<file path="src/rtl/ppr_consts.svh">
// constants for the peripheral pin remap arbiter: sizes, offsets, reset values, keys
`ifndef PPR_CONSTS_SVH
`define PPR_CONSTS_SVH

// pin and function counts
`define PPR_NUM_IO        8
`define PPR_NUM_PINS      12
`define PPR_NUM_IN_FUNCS  8
`define PPR_PIN_SEL_W     4
`define PPR_CODE_W        3

// selector codes
`define PPR_PIN_NONE      4'hF
`define PPR_CODE_NULL     3'h0

// register byte offsets
`define PPR_OFF_LATCH     12'h000
`define PPR_OFF_DIR       12'h004
`define PPR_OFF_ANALOG    12'h008
`define PPR_OFF_PINSTATE  12'h00C
`define PPR_OFF_LOCK      12'h010
`define PPR_IN_MAP_PAGE   7'h01
`define PPR_OUT_MAP_PAGE  7'h02

// reset values
`define PPR_RST_LATCH     8'h00
`define PPR_RST_DIR       8'hFF
`define PPR_RST_ANALOG    12'hFFF

// unlock keys
`define PPR_KEY1          32'h0000_0055
`define PPR_KEY2          32'h0000_00AA

`endif

</file>
<file path="src/rtl/ppr_pkg.sv">
// types shared by the peripheral pin remap arbiter
`include "ppr_consts.svh"
package ppr_pkg;
  typedef logic [`PPR_PIN_SEL_W-1:0] ppr_pin_sel_t;
  typedef logic [`PPR_CODE_W-1:0]    ppr_out_code_t;
  typedef enum logic [1:0] {
    PPR_LK_OPEN,
    PPR_LK_LOCKED,
    PPR_LK_KEY1
  } ppr_lock_e;
endpackage

</file>
<file path="src/rtl/ppr_pin_cell.sv">
// output arbitration for one remappable i/o pin
`timescale 1ns/1ns
`default_nettype none
`include "ppr_consts.svh"
module ppr_pin_cell
  import ppr_pkg::*;
(
  // dedicated functions on this pin
  input  wire logic          ded_oe,
  input  wire logic          ded_val,
  input  wire logic          ana_busy,
  // remapped output selection
  input  wire ppr_out_code_t code,
  input  wire logic [7:1]    remap_vals,
  // general purpose port
  input  wire logic          dir_in,
  input  wire logic          latch,
  // resulting drive
  output logic               drv_out,
  output logic               drv_oe
);

  // priority: dedicated, then remapped, then port latch gated by direction
  always_comb begin
    drv_out = 1'b0;
    drv_oe  = 1'b0;
    if (ded_oe) begin
      drv_out = ded_val;
      drv_oe  = 1'b1;
    end else if (code != `PPR_CODE_NULL && !ana_busy) begin
      drv_out = remap_vals[code];
      drv_oe  = 1'b1; // overrides direction
    end else if (!dir_in) begin
      drv_out = latch;
      drv_oe  = 1'b1;
    end
  end

endmodule
`default_nettype wire

</file>
<file path="src/rtl/ppr_top.sv">
// peripheral pin remap arbiter: apb registers, input routing, pin output arbitration
//
// The APB interface to the registers and the register offsets were chosen for this implementation.
`timescale 1ns/1ns
`default_nettype none
`include "ppr_consts.svh"
module ppr_top
  import ppr_pkg::*;
(
  // clock and reset
  input  wire logic        pclk,
  input  wire logic        presetn,
  // apb slave
  input  wire logic        psel,
  input  wire logic        penable,
  input  wire logic        pwrite,
  input  wire logic [11:0] paddr,
  input  wire logic [31:0] pwdata,
  output logic      [31:0] prdata,
  output logic             pready,
  output logic             pslverr,
  // pads (pins 0..7 remappable_io_pin, 8..11 remappable_input_only_pin)
  input  wire logic [11:0] pin_in,
  output logic      [7:0]  pin_out,
  output logic      [7:0]  pin_oe,
  // dedicated functions
  input  wire logic [7:0]  ded_out_en,
  input  wire logic [7:0]  ded_out_val,
  input  wire logic [11:0] ded_analog_en,
  // remappable peripheral side
  input  wire logic [7:1]  remap_out_val,
  output logic      [7:0]  remap_in,
  output logic      [11:0] pin_digital_in
);

  ////////////////////////////////////////////////////////////////////////////////
  // state

  logic          [7:0]  latch;
  logic          [7:0]  dir;
  logic          [11:0] ana_sel;
  ppr_pin_sel_t         in_map  [`PPR_NUM_IN_FUNCS];
  ppr_out_code_t        out_map [`PPR_NUM_IO];
  ppr_lock_e            lock_state;
  logic          [11:0] pin_meta;
  logic          [11:0] pin_sync;
  logic          [11:0] dig_in_en;
  logic          [7:0]  next_pin_out;
  logic          [7:0]  next_pin_oe;
  logic          [31:0] next_prdata;
  logic                 next_err;
  logic                 pend;
  logic                 wr_fire;
  logic                 hit_in_map;
  logic                 hit_out_map;
  logic          [2:0]  map_idx;
  logic                 remap_val1;

  // pick one synced pin, or zero for a selector that names no pin
  function automatic logic pick_pin(input logic [11:0] vals, input ppr_pin_sel_t sel);
    logic res;
    res = 1'b0;
    if (sel < ppr_pin_sel_t'(`PPR_NUM_PINS)) begin
      res = vals[sel];
    end
    return res;
  endfunction

  ////////////////////////////////////////////////////////////////////////////////
  // apb decode

  assign pend        = psel & penable & ~pready;
  assign wr_fire     = psel & penable & pready & pwrite;
  assign hit_in_map  = (paddr[11:5] == `PPR_IN_MAP_PAGE) && (paddr[1:0] == 2'h0);
  assign hit_out_map = (paddr[11:5] == `PPR_OUT_MAP_PAGE) && (paddr[1:0] == 2'h0);
  assign map_idx     = paddr[4:2];

  // read data and error for the access in progress
  always_comb begin
    next_prdata = 32'h0000_0000;
    next_err    = 1'b0;
    if (hit_in_map) begin
      next_prdata = {28'h000_0000, in_map[map_idx]};
      next_err    = pwrite && (lock_state != PPR_LK_OPEN);
    end else if (hit_out_map) begin
      next_prdata = {29'h0000_0000, out_map[map_idx]};
      next_err    = pwrite && (lock_state != PPR_LK_OPEN);
    end else begin
      case (paddr)
        `PPR_OFF_LATCH:    next_prdata = {24'h00_0000, latch};
        `PPR_OFF_DIR:      next_prdata = {24'h00_0000, dir};
        `PPR_OFF_ANALOG:   next_prdata = {20'h0_0000, ana_sel};
        `PPR_OFF_PINSTATE: next_prdata = {20'h0_0000, pin_sync};
        `PPR_OFF_LOCK:     next_prdata = {31'h0000_0000, lock_state != PPR_LK_OPEN};
        default:           next_err    = 1'b1;
      endcase
    end
  end

  // one wait state: answer registered in the first access cycle
  always_ff @(posedge pclk or negedge presetn) begin
    if (!presetn) begin
      pready  <= 1'b0;
      prdata  <= 32'h0000_0000;
      pslverr <= 1'b0;
    end else begin
      pready <= pend;
      if (pend) begin
        prdata  <= pwrite ? 32'h0000_0000 : next_prdata;
        pslverr <= next_err;
      end else begin
        prdata  <= 32'h0000_0000;
        pslverr <= 1'b0;
      end
    end
  end

  ////////////////////////////////////////////////////////////////////////////////
  // port registers

  // latch, direction and analog select are never locked
  always_ff @(posedge pclk or negedge presetn) begin
    if (!presetn) begin
      latch   <= `PPR_RST_LATCH;
      dir     <= `PPR_RST_DIR;
      ana_sel <= `PPR_RST_ANALOG;
    end else if (wr_fire) begin
      case (paddr)
        `PPR_OFF_LATCH:  latch   <= pwdata[7:0];
        `PPR_OFF_DIR:    dir     <= pwdata[7:0];
        `PPR_OFF_ANALOG: ana_sel <= pwdata[11:0];
        default:         ana_sel <= ana_sel;
      endcase
    end
  end

  ////////////////////////////////////////////////////////////////////////////////
  // mapping lock: set by writing 1, cleared only by two keys back to back

  always_ff @(posedge pclk or negedge presetn) begin
    if (!presetn) begin
      lock_state <= PPR_LK_OPEN;
    end else if (wr_fire && paddr == `PPR_OFF_LOCK) begin
      case (lock_state)
        PPR_LK_OPEN:   lock_state <= pwdata[0] ? PPR_LK_LOCKED : PPR_LK_OPEN;
        PPR_LK_LOCKED: lock_state <= (pwdata == `PPR_KEY1) ? PPR_LK_KEY1 : PPR_LK_LOCKED;
        PPR_LK_KEY1:   lock_state <= (pwdata == `PPR_KEY2) ? PPR_LK_OPEN : PPR_LK_LOCKED;
        default:       lock_state <= PPR_LK_LOCKED;
      endcase
    end
  end

  ////////////////////////////////////////////////////////////////////////////////
  // mapping selectors, one set per direction

  // input selectors hold a pin number; reset leaves every input unconnected
  always_ff @(posedge pclk or negedge presetn) begin
    if (!presetn) begin
      for (int i = 0; i < `PPR_NUM_IN_FUNCS; i++) begin
        in_map[i] <= `PPR_PIN_NONE;
      end
    end else if (wr_fire && hit_in_map && lock_state == PPR_LK_OPEN) begin
      in_map[map_idx] <= pwdata[`PPR_PIN_SEL_W-1:0];
    end
  end

  // output selectors hold a function code per pin; null means no remapped output
  always_ff @(posedge pclk or negedge presetn) begin
    if (!presetn) begin
      for (int i = 0; i < `PPR_NUM_IO; i++) begin
        out_map[i] <= `PPR_CODE_NULL;
      end
    end else if (wr_fire && hit_out_map && lock_state == PPR_LK_OPEN) begin
      out_map[map_idx] <= pwdata[`PPR_CODE_W-1:0];
    end
  end

  ////////////////////////////////////////////////////////////////////////////////
  // pad input path

  // two stage synchroniser; only pin_sync is looked at
  always_ff @(posedge pclk or negedge presetn) begin
    if (!presetn) begin
      pin_meta <= 12'h000;
      pin_sync <= 12'h000;
    end else begin
      pin_meta <= pin_in;
      pin_sync <= pin_meta;
    end
  end

  // buffer enable ignores dir on purpose; analog of any kind shuts it
  assign dig_in_en = ~ana_sel & ~ded_analog_en;

  // gated pin levels for dedicated inputs and remapped input routing
  always_ff @(posedge pclk or negedge presetn) begin
    if (!presetn) begin
      pin_digital_in <= 12'h000;
      remap_in       <= 8'h00;
    end else begin
      pin_digital_in <= pin_sync & dig_in_en;
      for (int i = 0; i < `PPR_NUM_IN_FUNCS; i++) begin
        // any number of inputs may name one pin, whatever drives it
        remap_in[i] <= pick_pin(pin_sync & dig_in_en, in_map[i]);
      end
    end
  end

  ////////////////////////////////////////////////////////////////////////////////
  // pad output path

  for (genvar p = 0; p < `PPR_NUM_IO; p++) begin : g_pin
    ppr_pin_cell u_cell (
      .ded_oe     (ded_out_en[p]),
      .ded_val    (ded_out_val[p]),
      .ana_busy   (ded_analog_en[p]),
      .code       (out_map[p]),
      .remap_vals (remap_out_val),
      .dir_in     (dir[p]),
      .latch      (latch[p]),
      .drv_out    (next_pin_out[p]),
      .drv_oe     (next_pin_oe[p])
    );
  end

  // registered pads; a single mux per pin so only one source ever drives
  always_ff @(posedge pclk or negedge presetn) begin
    if (!presetn) begin
      pin_out <= 8'h00;
      pin_oe  <= 8'h00;
    end else begin
      pin_out <= next_pin_out;
      pin_oe  <= next_pin_oe;
    end
  end

  // level of the function mapped to pin 1, held as a net so its past can be taken
  assign remap_val1 = remap_out_val[out_map[1]];
endmodule
`default_nettype wire

</file>
<file path="config.mk">
export PLATFORM = sky130hd
export DESIGN_NAME = ppr_top
export DESIGN_NICKNAME = d
export VERILOG_FILES = /design/src/rtl/ppr_pkg.sv /design/src/rtl/ppr_pin_cell.sv /design/src/rtl/ppr_top.sv
export VERILOG_INCLUDE_DIRS = /design/src /design/src/rtl
export SDC_FILE = /design/constraint.sdc
export NUM_CORES = 1
export LEC_CHECK = 0
export CAP_MARGIN = 20
export CORE_MARGIN = 4
export CORE_UTILIZATION = 65
export CTS_BUF_LIST = sky130_fd_sc_hd__clkbuf_8
export CTS_CLUSTER_DIAMETER = 30
export DETAILED_ROUTE_END_ITERATION = 12
export DONT_BUFFER_PORTS = 1
export GPL_TIMING_DRIVEN = 0
export MAX_ROUTING_LAYER = met4
export PLACE_DENSITY = 0.9
export SLEW_MARGIN = 20
export SYNTH_ARGS = -nofsm -noshare
export SYNTH_HDL_FRONTEND = slang
export SYNTH_SLANG_ARGS = --single-unit
</file>
<file path="constraint.sdc">
create_clock -name pclk -period 2.4 [get_ports pclk]
set_clock_uncertainty 0.15 [all_clocks]
set_input_delay 0 -clock pclk [delete_from_list [all_inputs] [get_ports pclk]]
set_output_delay 0 -clock pclk [all_outputs]
set_load 0.01 [all_outputs]
</file>
# After elaboration in Yosys (flattened, before gate mapping)
# Cells that the tools add are included.
# totals
regBits,180
latchBits,0
ram_bits,0
mem_bits_ro,0
in_bits,96
out_inout_bits,70
wordCells,229
n_memories,0
# op_classes
add_sub_neg,0
multipliers,0
div,0
order_cmp,26
eq_ne,10
shift,0
muxes,113
bitwise,10
reduce_logical,41
# ops
cell,n
$mux 32,4
$mux 1,78
$pmux 12 s5,1
$lt 4x5->1 const B,8
$bmux 1 s4,8
$bwmux 32,1
$eq 32x7->1 const B,1
$eq 32x8->1 const B,1
$lt 3x4->1 const B,8
$lt 4x4->1 const B,8
$and 12x12->12,2
$bmux 1 s3,8
$bwmux 24,1
$eq 12x4->1 const B,2
$not 12->12,2
$reduce_bool 3->1,8
$logic_and 1x1->1,17
$bmux 4 s3,1
$demux 4 s3,1
$eq 12x3->1 const B,1
$eq 12x5->1 const B,1
$logic_not 12->1,1
$mux 4,3
$bmux 3 s3,1
other kinds (18),33

# Longest topological paths before layout
# Gate-level depths: netlist (run 1).
# logic_depth
ltp_word,8
mapped_depth,6
mapped_depth_nobuf,4

# By module
# From an unflattened synthesis (run 1), not the netlist that was laid out.
# hier_totals
hier_cells,640
hier_area_um2,8215.4
# modules_own_cells
mod,instances,cells_per_inst,area_per_inst_um2,seq_area_each_um2
ppr_top,1,504,7314.5,4068.9
ppr_pin_cell,8,17,112.6,0.0

# Least setup slack after synthesis (run 1)
# Ideal clock, no wire load.
# synth_path
path_kind,register to register
from,register ana_sel[3]
to,register remap_in[3]
setup_time_ns,0.068
arrival_time_ns,1.770
required_ns,2.182
setup_slack_ns,0.412
path_stages_with_launch,6
n_path_buf,1
synth_period_minus_slack_ns,1.988
path_cell_list,dfstp_2 > or3b_2 > clkbuf_1 > mux4_2 > or3_1 > nand3_1
# synth_between
elab_chain_len,6
# synth_lines
item,line,rtl
"start, declared",ppr_top.sv:41,logic [11:0] ana_sel;
"start signal, assigned",ppr_top.sv:126,ana_sel <= `PPR_RST_ANALOG;
"start signal, assigned",ppr_top.sv:131,`PPR_OFF_ANALOG: ana_sel <= pwdata[11:0];
"start signal, assigned",ppr_top.sv:132,default: ana_sel <= ana_sel;
$not 12->12,ppr_top.sv:193,assign dig_in_en = ~ana_sel & ~ded_analog_en;
$and 12x12->12,ppr_top.sv:193,
$and 12x12->12,ppr_top.sv:204,"remap_in[i] <= pick_pin(pin_sync & dig_in_en, in_map[i]);"
$bmux 1 s4,ppr_top.sv:64,res = vals[sel];
$mux 1 (not written as such),ppr_top.sv:64,
$mux 1,ppr_top.sv:63,if (sel < ppr_pin_sel_t'(`PPR_NUM_PINS)) begin
"end signal, assigned by index",ppr_top.sv:204,
"end, declared",ppr_top.sv:32,"output logic [7:0] remap_in,"
# No other way between the ends. The select of a mux whose other input is x is not followed.
# A chain may end at the register's enable or synchronous reset.

# Worst setup path after layout (run 1)
# layout_path
from,register pready
to,register dir[1]
# layout_between
elab_chain_len,3
# layout_lines
item,line,rtl
"start, declared",ppr_top.sv:20,"output logic pready,"
"start signal, assigned",ppr_top.sv:107,pready <= pend;
$and 1x1->1 (2 in a row),ppr_top.sv:73,assign wr_fire = psel & penable & pready & pwrite;
$reduce_and 2->1 (no line),n/a,
"end signal, assigned",ppr_top.sv:125,dir <= `PPR_RST_DIR;
"end signal, assigned",ppr_top.sv:130,`PPR_OFF_DIR: dir <= pwdata[7:0];
"end, declared",ppr_top.sv:40,logic [7:0] dir;
# No other way between the ends.

==> results of run 1 <==
-- worst max-delay path, cell delays in order, from the launching register on --
cell and delay (ps):
dfrtp_1 450, and4_1 360, nand3_4 160, nor4_4 720
mux2_2 410
-- metal layers --
metal  vias to the layer above  part of all wire, %
met4                         0                  7.3
met2                       566                   50
met1                      3184                   33
met3                       201                  9.9
li1                       2498                    -
met5                         -                    0
-- power by group through the flow --
stage | clock, mW | sequential, mW | combinational (mW)
after floorplan | 0 | 2.82 | 0.234
after global routing | 2.11 | 2.79 | 0.492
after global placement | 0 | 2.83 | 0.304
final | 1.99 | 2.78 | 0.472
after CTS | 1.93 | 2.78 | 0.444
after detailed placement | 0 | 2.83 | 0.315
-- sequential cells by signal, summed over array words and instances, names as in the netlist --
name	cells
in_map	32
out_map	24
ana_sel	12
pin_digital_in	12
pin_meta	12
pin_sync	12
prdata	12
dir	8
latch	8
pin_oe	8
pin_out	8
remap_in	8
lock_state	2
pready	1
pslverr	1
-- what timing repair did --
| action | CTS | global route |
|---|---|---|
| resized for setup | 0 | 4 |
| setup buffers | 0 | 1 |
| setup endpoints to repair | 0 | 21 |
| endpoints found under the hold margin | 268 | 160 |
-- area by class of cell --
| type | instances | area (um2) |
|---|---|---|
| flip-flops and latches | 160 | 4070 |
| clock buffers | 18 | 248 |
| fillers | 662 | 2330 |
| diodes | 3 | 7.51 |
| well taps | 168 | 210 |
| repair buffers | 94 | 951 |
| plain buffers | 53 | 288 |
| clock inverters | 14 | 130 |
| multi-input cells | 393 | 4010 |
| inverters | 5 | 18.8 |
-- metrics by stage --
stage / power (mW) / worst slack [ps] / hold WS, ps
2_1_floorplan: 3.06 / 412 / -446
3_3_place_gp: 3.13 / 135 / -442
3_5_place_dp: 3.14 / 98.2 / -442
4_1_cts: 5.16 / 24.5 / -953
5_1_grt: 5.39 / 12.0 / -970
6_report: 5.24 / 49.7 / -942
-- logic make-up (layout without fill, tap and decap cells) --
logic type	Yosys count	count (layout)	share of synthesized area [%]
buffers and inverters	64	184	3.97
multiplexers	175	175	30.2
other	1	23	0.0453
AND/OR/NAND/NOR	174	174	14.3
AO/OA/AOI/OAI	24	24	2.34
flip-flops	160	160	49.1
-- worst paths after layout --
kind	to	from	cells after the start	slack, ps
worst max-delay path	dir[1]	pready	4	50
worst min-delay path	pin_meta[8]	presetn	0	-940
worst max register to register	dir[1]	pready	4	50
worst min register to register	pin_sync[1]	pin_meta[1]	0	200
max in group asynchronous	in_map[26]	presetn	0	2670
min in group pclk	in_map[1]	pwdata[1]	2	50
-- cell usage in the layout (no fill, tap or decap), types with 6 or more instances in the layout --
master and n:
a211o_1 8, buf_2 8, buf_4 21, clkbuf_1 20, clkbuf_8 18, conb_1 20, dfrtp_1 107, dfstp_2 52
dlygate4sd3_1 93, inv_1 6, mux2_2 91, mux2i_1 33, mux4_2 51, nand2_1 12, nand3_1 14, nand3b_1 18
nor2_1 21, nor2b_1 7, nor3_1 13, nor3_2 7, nor3b_2 8, nor4_1 15, nor4b_1 8, or3_1 11
or3b_2 11
==> key figures, run 1 <==
GRT
  • Pin count of the biggest net entering global routing: 161
  • Global Route met2 Usage: 60.0%
  • GR Util met1: 43.7%
  • Initial antenna violation count: 1
  • GR Overflow Total: 0
  • Met3 Use GR: 7.93%
  • GR peak layer: met2
  • Vias in the first global route: 6,734
  • First-pass GRT wire length: 39,200 um
  • Gr usage total: 37.2%

Die
  • # IOs: 166
  • Starting Density: 67.6%
  • Die height: 121 um
  • Core Region: 12,300 um2
  • # rows: 40
  • Die width: 121 um
  • Die Area: 14,600 um2

Placement
  • Placed wire-length estimate: 15,100 um
  • Gp weighted congestion: 0.956
  • PortBufs: 0
  • Post-DP Area: 8600 um2
  • Cells after DPL: 785

Pwr
  • Flop pwr share: 53.1%
  • Net Sw Frac: 26.9%
  • Leakage power: 4.01 nW
  • PD cells: 528 nW/um2
  • Combinational power share: 9.0%
  • Clock network power share: 37.9%
  • Internal power: 3.83 mW
  • Psw: 1.41 mW
  • Worst vdd ir: 555 uV

Yosys
  • Syn avg cell area: 13.9 um2
  • Synth top area cells: dfrtp_1 33%, dfstp_2 16%, mux4_2 14%
  • Post-synth EDFFs: 0
  • Synth cell count leaders: 108 x dfrtp_1, 91 x mux2_2, 52 x dfstp_2
  • FF+latch count, synth: 160
  • Top cell type's share of synthesized area: 32.6%
  • Cells after Synth: 598
  • Post-synth ARST share: 100%
  • Post-synth cell types: 49
  • Cell area after synthesis: 8280 um2
  • Ys flop type: dfrtp_1
  • Synth warn: 0
  • Leading area contributor after synthesis: dfrtp_1
  • Seq/Total Area, Yosys: 49.1%
  • Dominant cell by count in the synthesized netlist: dfrtp_1

Drt
  • Routed Antenna Nets: 0
  • DRT iter0 DRCs: 845
  • DRC errors left: 0
  • Via Count: 6,449
  • WL final: 25,700 um
  • Wire length per cell: 28.3 um
  • First-pass iteration count of the detailed router: 6
  • Vias/cell: 7.10

STA
  • Fin crit share: 97.9%
  • Rel. slew slack: 39.6%
  • Least-Margin Pin Slew: 900 ps
  • Final Hold Vio Count: 160
  • Fin crit period: 2350 ps
  • RSZ-0062 raised after global routing: false
  • Setup TNS: 0 ps
  • Max Slew Vio Count: 0
  • Fmax: 425 MHz
  • Setup violators final: 0
  • Hold Slack: -942 ps

CTS
  • Total CTS buffers: 17
  • CTS max path bufs: 2
  • CTS tree: built
  • # clock sinks: 160
  • CTS clk-pin slew, worst paths: 100 ps
  • H-tree depth: 4
  • Root buf cell: clkbuf_8
  • Hold_buf cts: 93
  • Clk_lat worst skew: 480 ps

Finish
  • Final Util: 81.0%
  • Post-Layout Cell Count: 908
  • Share of layout cells above drive strength 1: 40.0%
  • Area added between synthesis and finish: 20.0%
  • Final net count: 820
  • Final instance area: 9940 um2

Setup path
  • Crit Path Class: register to register
  • CP Capture Type: register
  • Worst EP required: 2650 ps
  • Critical Path Start Type: register
  • WP data arrival: 2600 ps
  • Crit path max fanout: 8

Status
  • Status: finished with violations
  • Failing checks: negative hold slack

Hold path
  • Min-Delay Path Class: primary input to asynchronous set/reset pin

Job
  • Max_cap viols: 0
No activity file was read; power rests on OpenSTA's default activity.
==> run 2: changes to the inputs <==
==> constraint.sdc (replaced) <==
create_clock -name pclk -period 2.4 [get_ports pclk]
set_clock_uncertainty 0.15 [all_clocks]
set_input_delay 0 -clock pclk [delete_from_list [all_inputs] [get_ports pclk]]
set_output_delay 0 -clock pclk [all_outputs]
set_load 0.1 [all_outputs]
==> run 2 against run 1 <==
Net effect:
- the flow finishes with violations (negative hold slack, negative setup slack)
- non-clock buffer count rose by 3
- die area did not move
- clock power fell by 3%
- total power rose by 5.1%
- register-to-register slack got worse by 50 ps
- critical path type unchanged
- critical path depth did not move
- sequential power rose by 6%
- maximum frequency fell by 2.2%
- final cell count rose by 0.11%
- via count rose by 0.28%
- wire length rose by 2.1%
- global-route usage rose by 0.11 points
==> key figures, run 2 (synthesis results as in run 1) <==
Pwr
  • Net Sw Frac: 30.2% (+3.3 points)
  • Leakage power: 4.06 nW (+1.5%)
  • PD cells: 551 nW/um2 (+4.4%)
  • Clock network power share: 35.3% (-2.6 points)
  • Combinational power share: 10.9% (+1.9 points)
  • Worst vdd ir: 423 uV (-24%)
  • Internal power: 3.84 mW (+0.29%)
  • Psw: 1.67 mW (+18%)
  • Flop pwr share: 53.8% (+0.7 points)

CTS
  • Root buf cell: clkbuf_8
  • H-tree depth: 4 (unchanged)
  • CTS tree: built
  • Clk_lat worst skew: 490 ps (about the same)
  • # clock sinks: 160 (unchanged)
  • CTS clk-pin slew, worst paths: 100 ps (about the same)
  • Total CTS buffers: 17 (unchanged)
  • CTS max path bufs: 2 (unchanged)

Drt
  • Via Count: 6,467 (+0.28%)
  • First-pass iteration count of the detailed router: 6 (unchanged)
  • Met2 WL post-DR: 12,700 um (-1.1%)
  • Routed Antenna Nets: 0 (unchanged)
  • Met1 WL: 8610 um (+2.1%)
  • Wire length per cell: 28.8 um (+2.0%)
  • WL met3: 2930 um (+15%)
  • WL final: 26,200 um (+2.1%)
  • DRT iter0 DRCs: 876 (+3.7%)
  • DRC errors left: 0 (unchanged)
  • Uppermost layer routed: met4
  • Vias/cell: 7.11 (+0.17%)

GRT
  • Vias in the first global route: 6,671 (-0.94%)
  • Gr usage total: 37.3% (+0.11 points)
  • First-pass GRT wire length: 39,200 um (-0.10%)
  • GR Overflow Total: 0 (unchanged)
  • Pin count of the biggest net entering global routing: 161 (unchanged)
  • Initial antenna violation count: 0 (-1)

STA
  • Least-Margin Pin Slew: 993 ps (+92.7 ps)
  • RSZ-0062 raised after global routing: false
  • Final setup margin: -3.16 ps (-52.8 ps)
  • Fin crit period: 2400 ps (+52.8 ps)
  • Setup TNS: -5.15 ps (-5.15 ps)
  • Setup violators final: 2 (+2)
  • Hold Slack: -949 ps (-7.01 ps)
  • Rel. slew slack: 33.9% (-5.7 points)
  • Final Hold Vio Count: 161 (+0.63%)
  • Max Slew Vio Count: 0 (unchanged)
  • Fmax: 416 MHz (-2.2%)
  • Fin crit share: 100% (+2.2 points)

Die
  • Die height: 121 um (unchanged)
  • Core Region: 12,300 um2 (unchanged)
  • Starting Density: 67.6% (unchanged)
  • # rows: 40 (unchanged)
  • # IOs: 166 (unchanged)
  • Die width: 121 um (unchanged)
  • Die Area: 14,600 um2 (unchanged)

Hold path
  • Min-Delay Path Class: primary input to asynchronous set/reset pin

Setup path
  • R2R Setup Slk: -3 ps (-50 ps)
  • Worst EP required: 2660 ps (about the same)
  • Worst r2r dst: in_map[13]
  • CP Capture Type: register
  • Worst R2R Path Depth: 4 (unchanged)
  • Crit Path Class: register to register
  • Crit path max fanout: 9 (+1)
  • WP data arrival: 2670 ps (+70 ps)
  • Critical Path Start Type: register
  • R2r startpoint: lock_state[0]

Finish
  • Most frequent cells in the layout: 106 x dfrtp_1, 92 x dlygate4sd3_1, 91 x mux2_2, 52 x dfstp_2, 51 x mux4_2
  • Most common cell after layout, fill and taps aside: dfrtp_1
  • Final net count: 823 (+0.37%)
  • Max FFs per register: 32 (unchanged)
  • Area added between synthesis and finish: 20.8%
  • Share of layout cells above drive strength 1: 41.2% (+1.2 points)
  • Top flop regs: in_map (32), out_map (24)
  • Reg with most FFs: in_map

Placement
  • Placed wire-length estimate: 15,000 um (-0.76%)
  • Worst slack, placed: -213 ps (-311 ps)
  • PortBufs: 0 (unchanged)
  • Gp weighted congestion: 0.972 (+1.7%)

Status
  • Status: finished with violations
  • Failing checks: negative hold slack, negative setup slack

Job
  • Max_cap viols: 0 (unchanged)
[run 2: cell types whose count changed in the layout (fill, tap and decap cells not counted), moves of 3 or more]
cell      before  now
buf_4         21   26
clkbuf_1      20   16
nor3_1        13   10
nor3_2         7   10
[run 2: power by group through the flow]
stage          Sequential [mW]  Clock, mW  Combinational (mW)
2_1_floorplan             3.00          0               0.357
3_3_place_gp              3.01          0               0.427
3_5_place_dp              3.01          0               0.434
4_1_cts                   2.96       1.90               0.564
5_1_grt                   2.97       2.04               0.625
6_report                  2.96       1.94               0.603
[run 2: area by class of cell]
type                            instances  area, um2
Multi-Input combinational cell        393       4050
Antenna cell                            1       2.50
Fill cell                             615       2260
Inverter                                5       18.8
Sequential cell                       160       4070
Clock inverter                         13        113
Buffer                                 50        280
Tap cell                              168        210
Timing Repair Buffer                  100        991
Clock buffer                           19        262
[run 2: how the worst max path moves through the flow]
stage,from,slack (ps),to,cells after the start
final,lock_state[0],-3,in_map[13],4
after global routing,out_map[22],10,pin_out[0],5
after CTS,pready,5,out_map[13],5
after detailed placement,pready,-210,dir[2],4
after global placement,pready,-200,dir[0],4
after floorplan,pready,150,ana_sel[10],5
[run 2: critical path, cell delays in order, from the launching register on]
cell     delay, ps
dfrtp_1        460
nor2_1         510
nand4_4        310
or3_1          550
mux2_2         330
[run 2: timing repair]
| action | 4_1_cts | 5_1_grt |
|---|---|---|
| gates cloned | 0 | 0 |
| endpoints found under the hold margin | 275 | 161 |
| buffers inserted | 4 | 2 |
| gates resized for setup | 3 | 13 |
| hold buffers | 93 | 1 |
| pin swaps | 2 | 2 |
| endpoints found under the setup margin | 59 | 77 |
[run 2: routing by layer]
metal	up-vias	GRT usage [%]
met5	-	-
met4	0	22.0
met3	191	11.1
met2	571	58.9
met1	3202	42.3
li1	2503	-
[run 2: through the flow]
| stage | utilization (%) | power (mW) | std cells | cell area [um2] |
|---|---|---|---|---|
| CTS | 81.1 | 5.43 | 914 | 9950 |
| finish | 81.6 | 5.51 | 909 | 10000 |
| floorplan | - | 3.36 | 617 | 8360 |
| global placement | 69.9 | 3.43 | 785 | 8570 |
| detailed placement | 70.1 | 3.44 | 785 | 8600 |
| global route | 81.6 | 5.63 | 908 | 10000 |
==> run 3: changes to the inputs <==
--- a/config.mk
+++ b/config.mk
@@ -14,6 +14,7 @@
 export DETAILED_ROUTE_END_ITERATION = 12
 export DONT_BUFFER_PORTS = 1
 export GPL_TIMING_DRIVEN = 0
+export HOLD_SLACK_MARGIN = 0.02
 export MAX_ROUTING_LAYER = met4
 export PLACE_DENSITY = 0.9
 export SLEW_MARGIN = 20
==> run 3 against run 2 <==
Net effect:
- the flow still finishes with violations (negative hold slack, negative setup slack)
- design area rose by 0.60%
- first-iteration DRC count up 4.9%
- total power shrank 0.23%
==> key figures, run 3 (synthesis results as in run 1) <==
Drt
  • WL final: 27,000 um (+2.8%)
  • Via Count: 6,578 (+1.7%)
  • First-pass iteration count of the detailed router: 7 (+1)
  • DRT iter0 DRCs: 919 (+4.9%)
  • Wire length per cell: 29.4 um (+1.8%)
  • Routed Antenna Nets: 0 (unchanged)
  • DRC errors left: 0 (unchanged)
  • Vias/cell: 7.17 (+0.72%)

STA
  • Least-Margin Pin Slew: 937 ps (-55.9 ps)
  • RSZ-0062 raised after global routing: true
  • Max Slew Vio Count: 0 (unchanged)
  • Fin crit share: 110% (+9.5 points)
  • Final Hold Vio Count: 160 (-0.62%)
  • Fmax: 380 MHz (-8.7%)
  • Setup violators final: 9 (+7)
  • Fin crit period: 2630 ps (+229 ps)
  • Hold Slack: -942 ps (+6.35 ps)
  • Rel. slew slack: 37.6% (+3.7 points)
  • Final setup margin: -232 ps (-229 ps)

CTS
  • H-tree depth: 4 (unchanged)
  • # clock sinks: 160 (unchanged)
  • Total CTS buffers: 17 (unchanged)
  • Clk_lat worst skew: 490 ps (about the same)
  • CTS clk-pin slew, worst paths: 90 ps (about the same)
  • CTS tree: built
  • Hold_buf cts: 96 (+3.2%)
  • Root buf cell: clkbuf_8
  • CTS max path bufs: 2 (unchanged)

Placement
  • Cells after DPL: 785 (unchanged)
  • Placed wire-length estimate: 15,000 um (unchanged)
  • Gp weighted congestion: 0.972 (unchanged)
  • PortBufs: 0 (unchanged)

Pwr
  • Psw: 1.65 mW (-0.85%)
  • Worst vdd ir: 412 uV (-2.7%)
  • Combinational power share: 11.1% (+0.2 points)
  • Internal power: 3.84 mW (about the same)
  • Flop pwr share: 53.9% (about the same)
  • Net Sw Frac: 30.0% (-0.19 points)
  • Overall Power: 5.50 mW (-0.23%)
  • PD cells: 546 nW/um2 (-0.82%)
  • Clock network power share: 35.1% (-0.2 points)
  • Leakage power: 4.10 nW (+0.93%)

Die
  • # IOs: 166 (unchanged)
  • Die height: 121 um (unchanged)
  • # rows: 40 (unchanged)
  • Die width: 121 um (unchanged)
  • Die Area: 14,600 um2 (unchanged)
  • Starting Density: 67.6% (unchanged)
  • Core Region: 12,300 um2 (unchanged)

Setup path
  • Critical Path Start Type: register
  • Crit Path Class: register to register
  • WP data arrival: 2850 ps (+180 ps)
  • Worst EP required: 2620 ps (-40 ps)
  • Crit path max fanout: 7 (-2)
  • CP Capture Type: register

Status
  • Status: finished with violations
  • Failing checks: negative hold slack, negative setup slack

GRT
  • First-pass GRT wire length: 39,600 um (+1.2%)
  • Gr usage total: 37.7% (+0.41 points)
  • Vias in the first global route: 6,646 (-0.37%)
  • Pin count of the biggest net entering global routing: 161 (unchanged)
  • GR Overflow Total: 0 (unchanged)
  • Initial antenna violation count: 1 (+1)

Finish
  • Reg with most FFs: in_map
  • Area added between synthesis and finish: 21.5%
  • Final net count: 832 (+1.1%)
  • Most common cell after layout, fill and taps aside: dfrtp_1
  • Share of layout cells above drive strength 1: 41.1% (-0.095 points)
  • Most frequent cells in the layout: 106 x dfrtp_1, 95 x dlygate4sd3_1, 91 x mux2_2, 52 x dfstp_2, 51 x mux4_2
  • Post-Layout Cell Count: 918 (+0.99%)
  • Max FFs per register: 32 (unchanged)
  • Top flop regs: in_map (32), out_map (24)

Hold path
  • Min-Delay Path Class: primary input to asynchronous set/reset pin

Job
  • Max_cap viols: 0 (unchanged)
-- run 3: changes by cell type in the layout (fill, tap and decap cells not counted), sizes merged --
cell and change:
buf +6, clkbuf +1, dlymetal6s4s -1, dlygate4sd3 +3
-- run 3: power by group through the flow --
stage	registers, mW	clock network, mW	logic [mW]
2_1_floorplan	3.00	0	0.357
3_3_place_gp	3.01	0	0.427
3_5_place_dp	3.01	0	0.434
4_1_cts	2.96	1.90	0.568
5_1_grt	2.97	2.04	0.630
6_report	2.96	1.93	0.608
-- run 3: final cells by class --
cell class | count | area (um2)
diodes | 1 | 2.50
plain buffers | 51 | 284
clock buffers | 19 | 262
clock inverters | 13 | 113
fillers | 601 | 2200
inverters | 5 | 18.8
multi-input cells | 393 | 4050
flip-flops and latches | 160 | 4070
well taps | 168 | 210
repair buffers | 108 | 1050
-- run 3: worst max-delay path: stages, from the launching register on --
cell and delay, ps:
dfrtp_1 530, nor3_1 650, nor2_1 150, or3b_2 480
dlygate4sd3_1 560
-- run 3: path summary, 6_finish.rpt --
path                       cells past startpoint           to  slack, ps            from
max                                            4    pin_oe[2]       -230     out_map[16]
min                                            0   prdata[11]       -940         presetn
max reg2reg                                    4    pin_oe[2]       -230     out_map[16]
min reg2reg                                    0  pin_sync[1]        210     pin_meta[1]
max in group asynchronous                      0    in_map[3]       2690         presetn
min in group pclk                              2   pin_out[3]         40  ded_out_val[3]
-- run 3: through the flow --
stage               cell area [um2]  util [%]  setup slack, ps  TNS [ps]
floorplan                      8360         -              150         0
global placement               8570      69.9             -200     -4060
detailed placement             8600      70.1             -213     -5710
CTS                            9980      81.4             4.85         0
global route                  10100      82.1             -279      -915
finish                        10100      82.1             -232      -502
-- run 3: timing repair --
item,4_1_cts,5_1_grt
gates cloned,0,1
setup endpoints to repair,59,64
gates resized for setup,3,13
endpoints found under the hold margin,283,160
pin swaps,2,2
setup buffers,4,7
-- run 3: routing by layer --
| metal | global-route usage, % | routed length [um] |
|---|---|---|
| met1 | 43.7 | 8760 |
| met2 | 58.2 | 12900 |
| met3 | 10.4 | 2960 |
| met4 | 24.3 | 2330 |
| met5 | - | 0 |
